[config.mk]
export PLATFORM = sky130hd
export DESIGN_NAME = ecr_top
export DESIGN_NICKNAME = d
export VERILOG_FILES = /design/src/inc/ecr_pkg.sv /design/src/design/ecr_top.sv
export SDC_FILE = /design/constraint.sdc
export NUM_CORES = 1
export LEC_CHECK = 0
export BUFFER_PORTS_ARGS = -buffer_cell sky130_fd_sc_hd__buf_2
export CORE_MARGIN = 4
export CORE_UTILIZATION = 55
export CTS_CLUSTER_DIAMETER = 40
export DETAILED_ROUTE_END_ITERATION = 16
export GPL_TIMING_DRIVEN = 0
export PLACE_DENSITY = 0.79
export SYNTH_ARGS = -nofsm -noshare
export SYNTH_HDL_FRONTEND = slang
export SYNTH_SLANG_ARGS = --single-unit
[constraint.sdc]
create_clock -name clock -period 3.2 [get_ports clock]
set_clock_uncertainty 0.1 [all_clocks]
set_input_delay 0.32 -clock clock [delete_from_list [all_inputs] [get_ports clock]]
set_output_delay 0.32 -clock clock [all_outputs]
set_load 0.01 [all_outputs]
[src/inc/ecr_pkg.sv]
package ecr_pkg;

   // -------------------------------------------------------------
   // Sizes
   // -------------------------------------------------------------
   localparam int AXES = 4;         // Axes served by the block
   localparam int CW   = 5;         // Config bits per axis

   // -------------------------------------------------------------
   // Register map (byte addresses, high nibble selects group)
   // -------------------------------------------------------------
   localparam logic [3:0] N_ALL  = 4'h0; // All axes config, 0x00
   localparam logic [3:0] N_AXIS = 4'h1; // One axis config, 0x10+4a
   localparam logic [3:0] N_OFS  = 4'h2; // Origin offset, 0x20+4a
   localparam logic [3:0] N_VEL  = 4'h3; // Velocities, 0x30..0x3C
   localparam logic [3:0] N_CTL  = 4'h4; // Control group, 0x40..
   localparam logic [1:0] I_CTRL = 2'h0; // 0x40 calibration control
   localparam logic [1:0] I_STAT = 2'h1; // 0x44 fault and error state
   localparam logic [1:0] I_IST  = 2'h2; // 0x48 irq status, w1c
   localparam logic [1:0] I_IMSK = 2'h3; // 0x4C irq mask

   // Velocity slots within the N_VEL group
   localparam int V_SRCH = 0;       // Reference search velocity
   localparam int V_NORM = 1;       // Normal velocity
   localparam int V_CAL  = 2;       // Extended calibration velocity
   localparam int V_CEIL = 3;       // Velocity ceiling

   // -------------------------------------------------------------
   // Per-axis config field positions and reset value
   // -------------------------------------------------------------
   localparam int F_SEL  = 0;       // 0 analog sin/cos, 1 quadrature
   localparam int F_MODE = 1;       // Two-bit referencing mode
   localparam int F_FLT  = 3;       // Fault input enable
   localparam int F_LIM  = 4;       // Limit switch in use
   localparam int LANE   = 8;       // Byte lane per axis in ALL reg
   localparam logic [CW-1:0] CFG_RST = 5'h10;
   localparam logic [31:0]   VEL_RST = 32'h0000_0000;
   localparam logic [31:0]   OFS_RST = 32'h0000_0000;

   // Control register bits
   localparam int C_GO  = 0;        // Start calibration (write)
   localparam int C_AX  = 1;        // Axis, two bits
   localparam int C_EXT = 3;        // Extended calibration mode
   localparam int C_BSY = 4;        // Busy (read)

   // Interrupt status bits
   localparam int IW     = 5;
   localparam int I_DONE = 0;       // Calibration finished
   localparam int I_ERR  = 1;       // Encoder error, one per axis

   typedef enum logic [1:0] {
      REF_NONE  = 2'h0,
      REF_MARK  = 2'h1,
      REF_PHASE = 2'h2,
      REF_STEP  = 2'h3
   } ecr_ref_type;

   typedef enum logic [4:0] {
      S_IDLE  = 5'h01,
      S_LIMIT = 5'h02,
      S_MARK  = 5'h04,
      S_MATCH = 5'h08,
      S_DONE  = 5'h10
   } ecr_fsm_type;

   // Encoder and switch pins, one bit per axis
   typedef struct packed {
      logic [AXES-1:0] lim;         // Lower limit switch reached
      logic [AXES-1:0] mark;        // Encoder reference mark
      logic [AXES-1:0] phase;       // Taught signal phase matched
      logic [AXES-1:0] step;        // Taught step position matched
      logic [AXES-1:0] fault_n;     // Encoder fault input, low = fault
   } ecr_pins_type;

   // Motion request towards the axis drive
   typedef struct packed {
      logic        move;            // Axis is to move
      logic        dir;             // 0 towards lower limit
      logic [31:0] vel;             // Commanded velocity
      logic        load;            // Load position, one cycle
      logic [31:0] pos;             // Value to load
   } ecr_move_type;

   typedef struct packed {
      ecr_pins_type                 s1;
      ecr_pins_type                 s2;
      logic [AXES-1:0][CW-1:0]      cfg;
      logic [AXES-1:0][31:0]        ofs;
      logic [3:0][31:0]             vel;
      logic                         ext;
      logic [AXES-1:0]              err;
      logic [IW-1:0]                ist;
      logic [IW-1:0]                imsk;
      ecr_fsm_type                  st;
      logic [1:0]                   axis;
      ecr_move_type                 mv;
      logic [31:0]                  rdata;
      logic                         slverr;
   } ecr_state_type;

endpackage : ecr_pkg

[src/design/ecr_top.sv]
// Operation
// - Per-axis select: analog sin/cos or quadrature
// - Per-axis referencing mode 0..3, reset 0
// - Mode 1: limit switch, then mark, load
// - Mode 1, limit disabled: mark only
// - Mode 1 loads configurable origin offset
// - Mode 2: match taught analog signal phase
// - Mode 3: match taught motor step position
// - Search velocity; mark-only uses capped velocity
// - Per-axis fault input enable, reset 0
// - Enabled asserted fault sets encoder error
// - Fault input low means fault
// - Write all axes or one axis alone
// - Encoder error switches closed loop off
// - Fault status reads inverse of pin
module ecr_top (
   input  wire logic                  clock,
   input  wire logic                  nrst,
   input  wire logic                  psel,
   input  wire logic                  penable,
   input  wire logic                  pwrite,
   input  wire logic [7:0]            paddr,
   input  wire logic [31:0]           pwdata,
   output logic      [31:0]           prdata,
   output logic                       pready,
   output logic                       pslverr,
   input  wire ecr_pkg::ecr_pins_type pins,
   output ecr_pkg::ecr_move_type      motion,
   output logic      [1:0]            cal_axis,
   output logic                       cal_busy,
   output logic [ecr_pkg::AXES-1:0]   closed_loop_en,
   output logic [ecr_pkg::AXES-1:0]   analog_sel,
   output logic                       irq
);

   // -------------------------------------------------------------
   // State
   // -------------------------------------------------------------
   ecr_pkg::ecr_state_type q;       // Registered state
   ecr_pkg::ecr_state_type d;       // Next state

   // Bus phase decode
   logic        setup;              // Setup phase of a transfer
   logic        wr;                 // Write taking effect now
   logic        align;              // Word aligned address
   logic [1:0]  idx;                // Word index within a group
   logic [31:0] base;               // Velocity before the ceiling
   ecr_pkg::ecr_ref_type mode;      // Mode of the axis in work
   logic [ecr_pkg::CW-1:0] acfg;    // Config of the axis in work
   logic        ok;                 // Address is mapped

   assign setup = psel & ~penable;
   assign wr    = psel & penable & pwrite;
   assign align = (paddr[1:0] == 2'h0);
   assign idx   = paddr[3:2];
   assign acfg  = q.cfg[q.axis];
   assign mode  = ecr_pkg::ecr_ref_type'(acfg[ecr_pkg::F_MODE +: 2]);

   // Mark-only calibration takes normal or extended speed, capped
   assign base = q.ext ? q.vel[ecr_pkg::V_CAL]
                       : q.vel[ecr_pkg::V_NORM];

   // -------------------------------------------------------------
   // Outputs
   // -------------------------------------------------------------
   assign prdata   = q.rdata;
   assign pslverr  = q.slverr & psel & penable;
   assign pready   = 1'b1;         // Zero wait states
   assign motion   = q.mv;
   assign cal_axis = q.axis;
   assign cal_busy = (q.st != ecr_pkg::S_IDLE);
   // Error drops the loop at once, not a cycle later
   assign closed_loop_en = ~q.err;
   assign irq      = |(q.ist & q.imsk);

   // Quadrature bit inverted: 1 means sin/cos path in use
   always_comb begin
      for (int a = 0; a < ecr_pkg::AXES; a++) begin
         analog_sel[a] = ~q.cfg[a][ecr_pkg::F_SEL];
      end
   end

   // -------------------------------------------------------------
   // Next-state logic
   // -------------------------------------------------------------
   always_comb begin
      d = q;
      ok = align;
      // Two flops on every pin; stage one feeds stage two only
      d.s1 = pins;
      d.s2 = q.s1;
      d.mv.load = 1'b0;

      // Read data is fetched in setup, held for the access phase
      if (setup) begin
         d.rdata = 32'h0000_0000;
         case (paddr[7:4])
            ecr_pkg::N_ALL: begin
               ok = align & (idx == 2'h0);
               for (int a = 0; a < ecr_pkg::AXES; a++) begin
                  d.rdata[a*ecr_pkg::LANE +: ecr_pkg::CW] = q.cfg[a];
               end
            end
            ecr_pkg::N_AXIS: begin
               d.rdata[ecr_pkg::CW-1:0] = q.cfg[idx];
            end
            ecr_pkg::N_OFS: begin
               d.rdata = q.ofs[idx];
            end
            ecr_pkg::N_VEL: begin
               d.rdata = q.vel[idx];
            end
            ecr_pkg::N_CTL: begin
               case (idx)
                  ecr_pkg::I_CTRL: begin
                     d.rdata[ecr_pkg::C_AX +: 2] = q.axis;
                     d.rdata[ecr_pkg::C_EXT]     = q.ext;
                     d.rdata[ecr_pkg::C_BSY]     = cal_busy;
                  end
                  ecr_pkg::I_STAT: begin
                     // Fault state is the inverted pin level
                     d.rdata[3:0]  = ~q.s2.fault_n;
                     d.rdata[7:4]  = q.err;
                     d.rdata[11:8] = ~q.err;
                  end
                  ecr_pkg::I_IST: begin
                     d.rdata[ecr_pkg::IW-1:0] = q.ist;
                  end
                  default: begin
                     d.rdata[ecr_pkg::IW-1:0] = q.imsk;
                  end
               endcase
            end
            default: begin
               ok = 1'b0;
            end
         endcase
         d.slverr = ~ok;
      end

      // Writes land at the access edge; reads change nothing
      if (wr && !q.slverr) begin
         case (paddr[7:4])
            ecr_pkg::N_ALL: begin
               for (int a = 0; a < ecr_pkg::AXES; a++) begin
                  d.cfg[a] = pwdata[a*ecr_pkg::LANE +: ecr_pkg::CW];
               end
            end
            ecr_pkg::N_AXIS: begin
               // Other axes keep their values
               d.cfg[idx] = pwdata[ecr_pkg::CW-1:0];
            end
            ecr_pkg::N_OFS: begin
               d.ofs[idx] = pwdata;
            end
            ecr_pkg::N_VEL: begin
               d.vel[idx] = pwdata;
            end
            ecr_pkg::N_CTL: begin
               case (idx)
                  ecr_pkg::I_CTRL: begin
                     // Settings are frozen while a run is going
                     if (q.st == ecr_pkg::S_IDLE) begin
                        d.ext  = pwdata[ecr_pkg::C_EXT];
                        d.axis = pwdata[ecr_pkg::C_AX +: 2];
                        if (pwdata[ecr_pkg::C_GO]) begin
                           d.st = ecr_pkg::S_LIMIT;
                           // Mark-only run when limit unused
                           if (d.cfg[d.axis][ecr_pkg::F_MODE +: 2] ==
                               ecr_pkg::REF_MARK &&
                               !d.cfg[d.axis][ecr_pkg::F_LIM]) begin
                              d.st = ecr_pkg::S_MARK;
                           end
                        end
                     end
                  end
                  ecr_pkg::I_STAT: begin
                     d.err = q.err & ~pwdata[7:4];
                  end
                  ecr_pkg::I_IST: begin
                     d.ist = q.ist & ~pwdata[ecr_pkg::IW-1:0];
                  end
                  default: begin
                     d.imsk = pwdata[ecr_pkg::IW-1:0];
                  end
               endcase
            end
            default: begin
               d.slverr = 1'b1;
            end
         endcase
      end

      // Fault pin: low asserts, only where enabled; set wins
      for (int a = 0; a < ecr_pkg::AXES; a++) begin
         if (q.cfg[a][ecr_pkg::F_FLT] &&
             !q.s2.fault_n[a]) begin
            d.err[a] = 1'b1;
            if (!q.err[a]) begin
               d.ist[ecr_pkg::I_ERR + a] = 1'b1;
            end
         end
      end

      // Calibration sequencer
      case (q.st)
         ecr_pkg::S_IDLE: begin
            d.mv.move = 1'b0;
         end
         ecr_pkg::S_LIMIT: begin
            d.mv.move = 1'b1;
            d.mv.dir  = 1'b0;
            d.mv.vel  = base;
            if (q.s2.lim[q.axis]) begin
               d.mv.move = 1'b0;
               case (mode)
                  ecr_pkg::REF_MARK: begin
                     d.st = ecr_pkg::S_MARK;
                  end
                  ecr_pkg::REF_PHASE: begin
                     // Phase match needs the sin/cos path
                     if (!acfg[ecr_pkg::F_SEL]) begin
                        d.st = ecr_pkg::S_MATCH;
                     end else begin
                        d.mv.load = 1'b1;
                        d.mv.pos  = ecr_pkg::OFS_RST;
                        d.st      = ecr_pkg::S_DONE;
                     end
                  end
                  ecr_pkg::REF_STEP: begin
                     d.st = ecr_pkg::S_MATCH;
                  end
                  default: begin
                     d.mv.load = 1'b1;
                     d.mv.pos  = ecr_pkg::OFS_RST;
                     d.st      = ecr_pkg::S_DONE;
                  end
               endcase
            end
         end
         ecr_pkg::S_MARK: begin
            d.mv.move = 1'b1;
            d.mv.dir  = 1'b1;
            if (acfg[ecr_pkg::F_LIM]) begin
               d.mv.vel = q.vel[ecr_pkg::V_SRCH];
            end else if (base > q.vel[ecr_pkg::V_CEIL]) begin
               d.mv.vel = q.vel[ecr_pkg::V_CEIL];
            end else begin
               d.mv.vel = base;
            end
            if (q.s2.mark[q.axis]) begin
               d.mv.move = 1'b0;
               d.mv.load = 1'b1;
               d.mv.pos  = q.ofs[q.axis];
               d.st      = ecr_pkg::S_DONE;
            end
         end
         ecr_pkg::S_MATCH: begin
            d.mv.move = 1'b1;
            d.mv.dir  = 1'b1;
            d.mv.vel  = q.vel[ecr_pkg::V_SRCH];
            // Match source follows the mode of the axis
            if ((mode == ecr_pkg::REF_PHASE &&
                 q.s2.phase[q.axis]) ||
                (mode == ecr_pkg::REF_STEP &&
                 q.s2.step[q.axis])) begin
               d.mv.move = 1'b0;
               d.mv.load = 1'b1;
               d.mv.pos  = ecr_pkg::OFS_RST;
               d.st      = ecr_pkg::S_DONE;
            end
         end
         ecr_pkg::S_DONE: begin
            d.mv.move = 1'b0;
            d.ist[ecr_pkg::I_DONE] = 1'b1;
            d.st = ecr_pkg::S_IDLE;
         end
         default: begin
            d.st = ecr_pkg::S_IDLE;
         end
      endcase

      // Invalid encoder aborts the run without loading
      if (q.err[q.axis] && q.st != ecr_pkg::S_IDLE &&
          q.st != ecr_pkg::S_DONE) begin
         d.mv.move = 1'b0;
         d.mv.load = 1'b0;
         d.st      = ecr_pkg::S_DONE;
      end
   end

   // -------------------------------------------------------------
   // State register
   // -------------------------------------------------------------
   always_ff @(posedge clock or negedge nrst) begin
      if (!nrst) begin
         q        <= '0;
         q.s1     <= '1;               // Pins idle: fault_n high
         q.s2     <= '1;
         q.s1.lim <= '0;
         q.s2.lim <= '0;
         q.s1.mark  <= '0;
         q.s2.mark  <= '0;
         q.s1.phase <= '0;
         q.s2.phase <= '0;
         q.s1.step  <= '0;
         q.s2.step  <= '0;
         q.cfg    <= {ecr_pkg::AXES{ecr_pkg::CFG_RST}};
         q.st     <= ecr_pkg::S_IDLE;
      end else begin
         q <= d;
      end
   end

endmodule : ecr_top

==> summary.txt, run 1 <==
STA
  – # setup viols final: 20
  – Final period utilization: 1.01
  – Slew margin rel.: 0.160
  – Tightest Pin Transition: 1.25 ns
  – Worst hold margin: 0.0203 ns
  – Fmax: 308 MHz
  – Max Transition Viols Final: 0
  – Final count of hold timing violations: 0
  – Period minus WS final: 3.25 ns
  – Worst setup slack after layout: -0.0474 ns
  – RSZ-0062 raised after global routing: true

Die
  – Die Wd: 213 µm
  – Num rows: 74
  – Total core area: 41,300 µm²
  – Initial Util: 0.562
  – I/O pin cnt: 178
  – Die area: 45,500 µm²
  – Die Y-Extent: 213 µm

Detailed routing
  – Met3 Routed Length: 8000 µm
  – Met2 WL: 35,800 µm
  – DRC: 0
  – Routed WL per cell: 27.7 µm
  – Met1 wire length: 29,900 µm
  – Number of DRC markers in iteration 0: 2,488
  – Number of detailed-route iterations in the first pass: 6
  – Drt total wl: 77,500 µm
  – DR vias/cell: 6.67
  – ANT nets after route: 0
  – DR top layer: met5
  – Vias after detailed routing: 18,700

Setup path
  – Req. time, crit path: 3.53 ns
  – Crit start category: register
  – R2r setup slk: -0.05 ns
  – CP max FO: 10
  – Critical path class: register to register
  – CP endpoint kind: register
  – CP arrival: 3.58 ns

Flow run
  – Max Cap Violations: 0

Power
  – Leakage: 13.5 nW
  – Net Sw Power: 0.00345 W
  – Sequential power share: 0.413
  – Tot Pwr: 0.0141 W
  – Internal power: 0.0106 W
  – Sw frac: 0.245
  – Gate power share: 0.073
  – VDD IR-drop max: 0.414 mV
  – Pwr dens: 493 nW/µm²
  – Clock share of power: 0.514

Logic synthesis
  – Synthesized cell area: 23,200 µm²
  – #FFs+latches synth: 438
  – Fraction of registers with async set or reset after synthesis: 1.00
  – Yosys cell types: 68
  – Number of synthesized flops with an enable pin: 0
  – Mapped Avg Cell Area: 12.2 µm²
  – Commonest cells in the synthesized netlist: 425 x dfrtp_1, 256 x mux2_2, 158 x nand2_1
  – Syn_nets: 1,998
  – Main flop type after synthesis: dfrtp_1
  – Top cell type's share of synthesized area: 0.459
  – Yosys warnings: 0
  – Mapped Cells: 1,901
  – Sequential element share of the synthesized area: 0.473
  – Synth area leaders: dfrtp_1 46%, mux2_2 12%, mux4_2 11%
  – Count leader, synth: dfrtp_1
  – Leading area contributor after synthesis: dfrtp_1

Clock tree
  – Root Driver: clkbuf_16
  – Clk_lat worst skew: 0.59 ns
  – Total CTS buffers: 66
  – H-Tree Depth: 3
  – CTS tree: yes
  – Clock Sink Count: 438
  – Clock transition at path regs: 0.06 ns
  – Max clock buf depth: 3

Placed design
  – RD Place Congestion: 0.979
  – Post-DP HPWL: 53,000 µm
  – Cells after DPL: 2,609
  – Placed Area: 24,900 µm²
  – Input/output buffers: 172

Global routing
  – Initial antenna violation count: 2
  – Pin count of the biggest net entering global routing: 121
  – Vias in the first global route: 18,600
  – Total track usage: 0.335
  – First-pass GRT wire length: 115,000 µm
  – Gr ovfl total: 0

Run status
  – Outcome: finished, violations left
  – Violated checks: negative setup slack

Cells and area
  – Antenna Cells: 0
  – Post-Layout Cell Count: 2,797
  – FF/Latch Area: 11,000 µm²
  – Area occupied by multi-input gates: 11,100 µm²
  – Utilization of the core after routing: 0.690
  – # fillers: 2,876
  – Layout cells sized above 1: 0.431
  – Area grow syn2layout: 22.8%
  – Fin area: 28,500 µm²
  – Layout Nets: 2,313

Worst hold path
  – Min-Delay Path Class: primary input to register
==> registers in the layout (all words and copies together) (netlist names) <==
register and cells:
cal_axis 2, d 20, motion 67, prdata 32, q 317
==> cells by family (layout without fill, tap and decap cells) <==
kind of cell / Yosys count / count (layout) / share of synthesized area
adders and majority gates: 32 / 32 / 0.0173
xor gates and xnor gates: 1 / 1 / 0.000378
muxes: 400 / 400 / 0.249
AOI/OAI and AO/OA: 351 / 351 / 0.109
other: 1 / 1 / 0.000162
DFF: 438 / 438 / 0.473
and+or+nand+nor: 366 / 367 / 0.0771
buffers and inverters: 312 / 675 / 0.0739
==> what timing repair did <==
action / CTS / global route
cloned: 1 / 4
resized for setup: 94 / 56
endpoints found under the setup margin: 61 / 36
endpoints found under the hold margin: 171 / 0
hold buffers: 39 / 0
pin swaps: 7 / 17
buffers inserted: 13 / 19
==> per-layer routing <==
metal	GRT usage	vias up
met1	0.460	9499
met2	0.519	1229
met4	0.138	2
met3	0.0827	276
met5	0	-
li1	-	7648
==> area by class of cell <==
cell class / instances / share of cell area
Clock inverter: 28 / 0.0113
Clock buffer: 89 / 0.0657
Timing Repair Buffer: 251 / 0.0600
Sequential cell: 438 / 0.386
Inverter: 71 / 0.00936
Buffer: 236 / 0.0555
Multi-Input combinational cell: 1152 / 0.389
Tap cell: 532 / 0.0234
==> through the flow <==
stage | setup TNS [ns] | worst slack, ns
finish | -0.491 | -0.0474
global route | -1.86 | -0.104
CTS | -0.00608 | -0.00608
detailed placement | -37.27 | -1.19
global placement | -2993.94 | -6.87
floorplan | 0 | 0.0137
==> final timing paths <==
kind                            depth (start not counted)      start          to
min in group asynchronous                               3       nrst  prdata[30]
worst max-delay path                                   14     q[121]  motion[38]
max in group asynchronous                               5       nrst      d[398]
worst min register to register                          0     d[411]      q[411]
worst max register to register                         14     q[121]  motion[38]
worst min-delay path                                    3  pwdata[7]      q[225]
==> critical path, cell delays in order (launching register included) <==
cell	delay [ns]
dfrtp_2	0.38
buf_12	0.17
clkbuf_16	0.20
mux2i_4	0.25
inv_1	0.07
ha_1	0.33
nand4_1	0.14
buf_6	0.17
nor4_4	0.39
buf_4	0.19
nor2b_4	0.04
buf_6	0.15
buf_12	0.16
a211oi_2	0.26
a211oi_2	0.08
==> power groups by stage <==
stage / logic, W / clock network [W] / registers, W
3_3_place_gp: 0.000918 / 0 / 0.00588
5_1_grt: 0.00110 / 0.00752 / 0.00581
6_report: 0.00103 / 0.00722 / 0.00580
3_5_place_dp: 0.000955 / 0 / 0.00589
4_1_cts: 0.00101 / 0.00724 / 0.00580
2_1_floorplan: 0.000506 / 0 / 0.00584
==> layout by cell type (no fill, tap or decap), types with 61 or more instances in the layout <==
master     synthesis  final
inv_1             71     70
mux2_2           256    254
nor2_1            64     64
dfrtp_1          425    424
clkbuf_16          0     73
clkbuf_1          67     70
buf_4            114    146
buf_2             44    209
mux4_2           111    111
o21ai_0           62     61
nand2_1          158    157
No activity file was read; power rests on OpenSTA's default activity.
==> run 2: changes to the inputs <==
- ABC_AREA: default -> 1
- GPL_TIMING_DRIVEN: 0 -> default
==> run 2 against run 1 <==
Net effect: the flow now finishes without violations; final area decreased by 9.8%; sequential share of layout area increased by 4.2 points; hold slack about the same; critical path depth increased by 5; critical endpoint is now motion[45].
==> summary.txt, run 2 <==
Run status
  – Outcome: completed

Die
  – Total core area: 39,900 µm² (-3.3%)
  – Die Wd: 209 µm (-1.9%)
  – Initial Util: 0.558 (-0.00353)
  – Die area: 43,800 µm² (-3.8%)
  – Num rows: 73 (-1.4%)
  – Die Y-Extent: 209 µm (-1.9%)
  – I/O pin cnt: 178 (unchanged)

Clock tree
  – Total CTS buffers: 60 (-9.1%)
  – Root Driver: clkbuf_16
  – H-Tree Depth: 2 (-1)
  – CTS tree: yes
  – Clock transition at path regs: 0.06 ns (about the same)
  – Max clock buf depth: 3 (unchanged)
  – Clock Sink Count: 438 (unchanged)
  – Clk_lat worst skew: 0.62 ns (+0.03 ns)

Setup path
  – Worst-path cell chain: buf_12 -> o21ai_0 -> inv_1 -> ha_1 -> nand2_1 -> nor2_1 -> nand2_1 -> inv_1 -> nand2_1 -> nand2_1 -> nand2_1 -> nand2_2 -> nand2_4 -> buf_4 -> nand2_1 -> nand3_1 -> nand2_1 -> nand2_1 -> a21oi_1
  – CP max FO: 31 (+21)
  – CP endpoint kind: register
  – Slowest cell delay on critical path: 0.48 ns (+0.09 ns)
  – Crit start category: register
  – Critical path's slowest cell: dfrtp_2
  – Critical path class: register to register
  – Worst Setup SP: q[121]
  – Buffers and inverters on the worst path: 4 (-3)
  – Reg2reg start: q[121]
  – Req. time, crit path: 3.63 ns (+0.10 ns)
  – Cell mode on critical path: nand2_1
  – Largest delay share family, worst path: simple AND/OR/NAND/NOR gates
  – CP arrival: 3.38 ns (-0.20 ns)

Logic synthesis
  – Top cell type's share of synthesized area: 0.478 (+0.0189)
  – Number of synthesized flops with an enable pin: 0 (unchanged)
  – Synthesized cell area: 22,300 µm² (-3.9%)
  – Yosys warnings: 0 (unchanged)
  – Mapped Avg Cell Area: 8.38 µm² (-31%)
  – Leading area contributor after synthesis: dfrtp_1
  – Fraction of registers with async set or reset after synthesis: 1.00 (unchanged)
  – #FFs+latches synth: 438 (unchanged)
  – Synth area leaders: dfrtp_1 48%, o21ai_0 9.6%, nand2_1 9.0%
  – Mapped Cells: 2,658 (+40%)
  – Commonest cells in the synthesized netlist: 535 x nand2_1, 429 x o21ai_0, 425 x dfrtp_1
  – Syn_nets: 2,755 (+38%)
  – Sequential element share of the synthesized area: 0.493 (+0.0195)
  – Yosys cell types: 53 (-22%)
  – Main flop type after synthesis: dfrtp_1
  – Count leader, synth: nand2_1

Placed design
  – RD Place Congestion: 0.992 (+1.3%)
  – Input/output buffers: 176 (+2.3%)
  – Post-DP HPWL: 48,900 µm (-7.7%)

Detailed routing
  – Vias after detailed routing: 20,600 (+10%)
  – DR vias/cell: 6.20 (-7.0%)
  – Number of detailed-route iterations in the first pass: 8 (+2)
  – Number of DRC markers in iteration 0: 3,008 (+21%)
  – DRC: 0 (unchanged)
  – ANT nets after route: 0 (unchanged)
  – Routed WL per cell: 22.5 µm (-19%)
  – Drt total wl: 74,800 µm (-3.5%)

STA
  – RSZ-0062 raised after global routing: false
  – Max Transition Viols Final: 0 (unchanged)
  – Tightest Pin Transition: 0.819 ns (-0.429 ns)
  – TNS Setup: 0 ns (+0.491 ns)
  – Final count of hold timing violations: 0 (unchanged)
  – Final period utilization: 0.921 (-0.0934)
  – Period minus WS final: 2.95 ns (-0.299 ns)
  – # setup viols final: 0 (-100%)
  – Fmax: 339 MHz (+10%)
  – Slew margin rel.: 0.452 (+0.292)

Flow run
  – Max Cap Violations: 0 (unchanged)

Global routing
  – Pin count of the biggest net entering global routing: 73 (-40%)
  – Total track usage: 0.334 (-0.00108)
  – Gr ovfl total: 0 (unchanged)
  – Initial antenna violation count: 2 (unchanged)
  – Vias in the first global route: 20,200 (+8.9%)
  – First-pass GRT wire length: 116,000 µm (+1.2%)

Cells and area
  – Most frequent cells in the layout: 534 x nand2_1, 426 x o21ai_0, 423 x dfrtp_1
  – Max reg flops: 317 (unchanged)
  – Area grow syn2layout: 15.3%
  – Most flops, register: q
  – Layout Nets: 2,838 (+23%)
  – Commonest non-fill, non-tap cell in the layout: nand2_1
  – Layout cells sized above 1: 0.165 (-0.266)
  – # fillers: 3,222 (+12%)
  – Utilization of the core after routing: 0.643 (-0.0461)

Power
  – Tot Pwr: 0.0150 W (+6.7%)
  – VDD IR-drop max: 0.399 mV (-3.7%)
  – Pwr dens: 584 nW/µm² (+18%)
  – Leakage: 11.8 nW (-13%)

Worst hold path
  – Min-Delay Path Class: primary input to register
  – Min-delay src: pwdata[25]
run 2: final timing paths:
| check | end | slack (ns) | cells after the start |
|---|---|---|---|
| min in group asynchronous | q[161] | 0.20 | 2 |
| worst max-delay path | motion[45] | 0.25 | 19 |
| max in group asynchronous | motion[17] | 1.96 | 3 |
| worst min register to register | q[410] | 0.25 | 0 |
| worst max register to register | motion[45] | 0.25 | 19 |
| worst min-delay path | q[394] | 0.02 | 3 |
run 2: logic make-up after synthesis:
logic type,Yosys count,synth area share
adders and majority gates,32,0.0180
buffers and inverters,500,0.105
AOI/OAI and AO/OA,847,0.224
muxes,1,0.000506
other,1,0.000168
DFF,438,0.493
and+or+nand+nor,839,0.160
run 2: repair_timing:
item                                    4_1_cts  5_1_grt
endpoints found under the setup margin        0       26
hold buffers                                 39        0
buffers inserted                              0        3
resized for setup                             0        6
endpoints found under the hold margin        97        0
run 2: tightest hold or removal path: stages:
cell and delay (ns):
buf_2 0.12, o21ai_0 0.09, o21ai_0 0.15
run 2: area by class of cell:
| cell class | count | area (µm²) | area share |
|---|---|---|---|
| sequential | 438 | 11000 | 0.427 |
| multi-input combinational | 1720 | 9020 | 0.351 |
| timing repair buffer | 288 | 2000 | 0.0780 |
| clock buffer | 71 | 1640 | 0.0640 |
| inverter | 233 | 877 | 0.0341 |
| tap | 525 | 657 | 0.0256 |
| clock inverter | 41 | 488 | 0.0190 |
| antenna | 4 | 10.0 | 0.000390 |
run 2: power by group:
part	internal (W)	switching, W	total (W)
registers	0.00576	0.000177	0.00594
clock network	0.00429	0.00276	0.00705
logic	0.000620	0.00138	0.00200
total	0.0107	0.00432	0.0150
run 2: per-layer routing:
layer | global-route usage | part of all wire | vias to the layer above
met1 | 0.460 | 0.39 | 9903
met4 | 0.143 | 0.044 | 0
met5 | 0 | 0 | -
met2 | 0.518 | 0.45 | 1347
li1 | - | - | 9127
met3 | 0.0718 | 0.12 | 223
run 2: through the flow:
stage / setup slack (ns) / instances / hold WS, ns / cell area, µm²
floorplan: 0.525 / 2658 / -0.0756 / 22300
global placement: 0.293 / 3162 / 0.232 / 23100
detailed placement: 0.211 / 3162 / 0.236 / 23100
CTS: 0.140 / 3313 / 0.000843 / 25600
global route: 0.0681 / 3318 / 0.00214 / 25700
finish: 0.252 / 3320 / 0.0199 / 25700
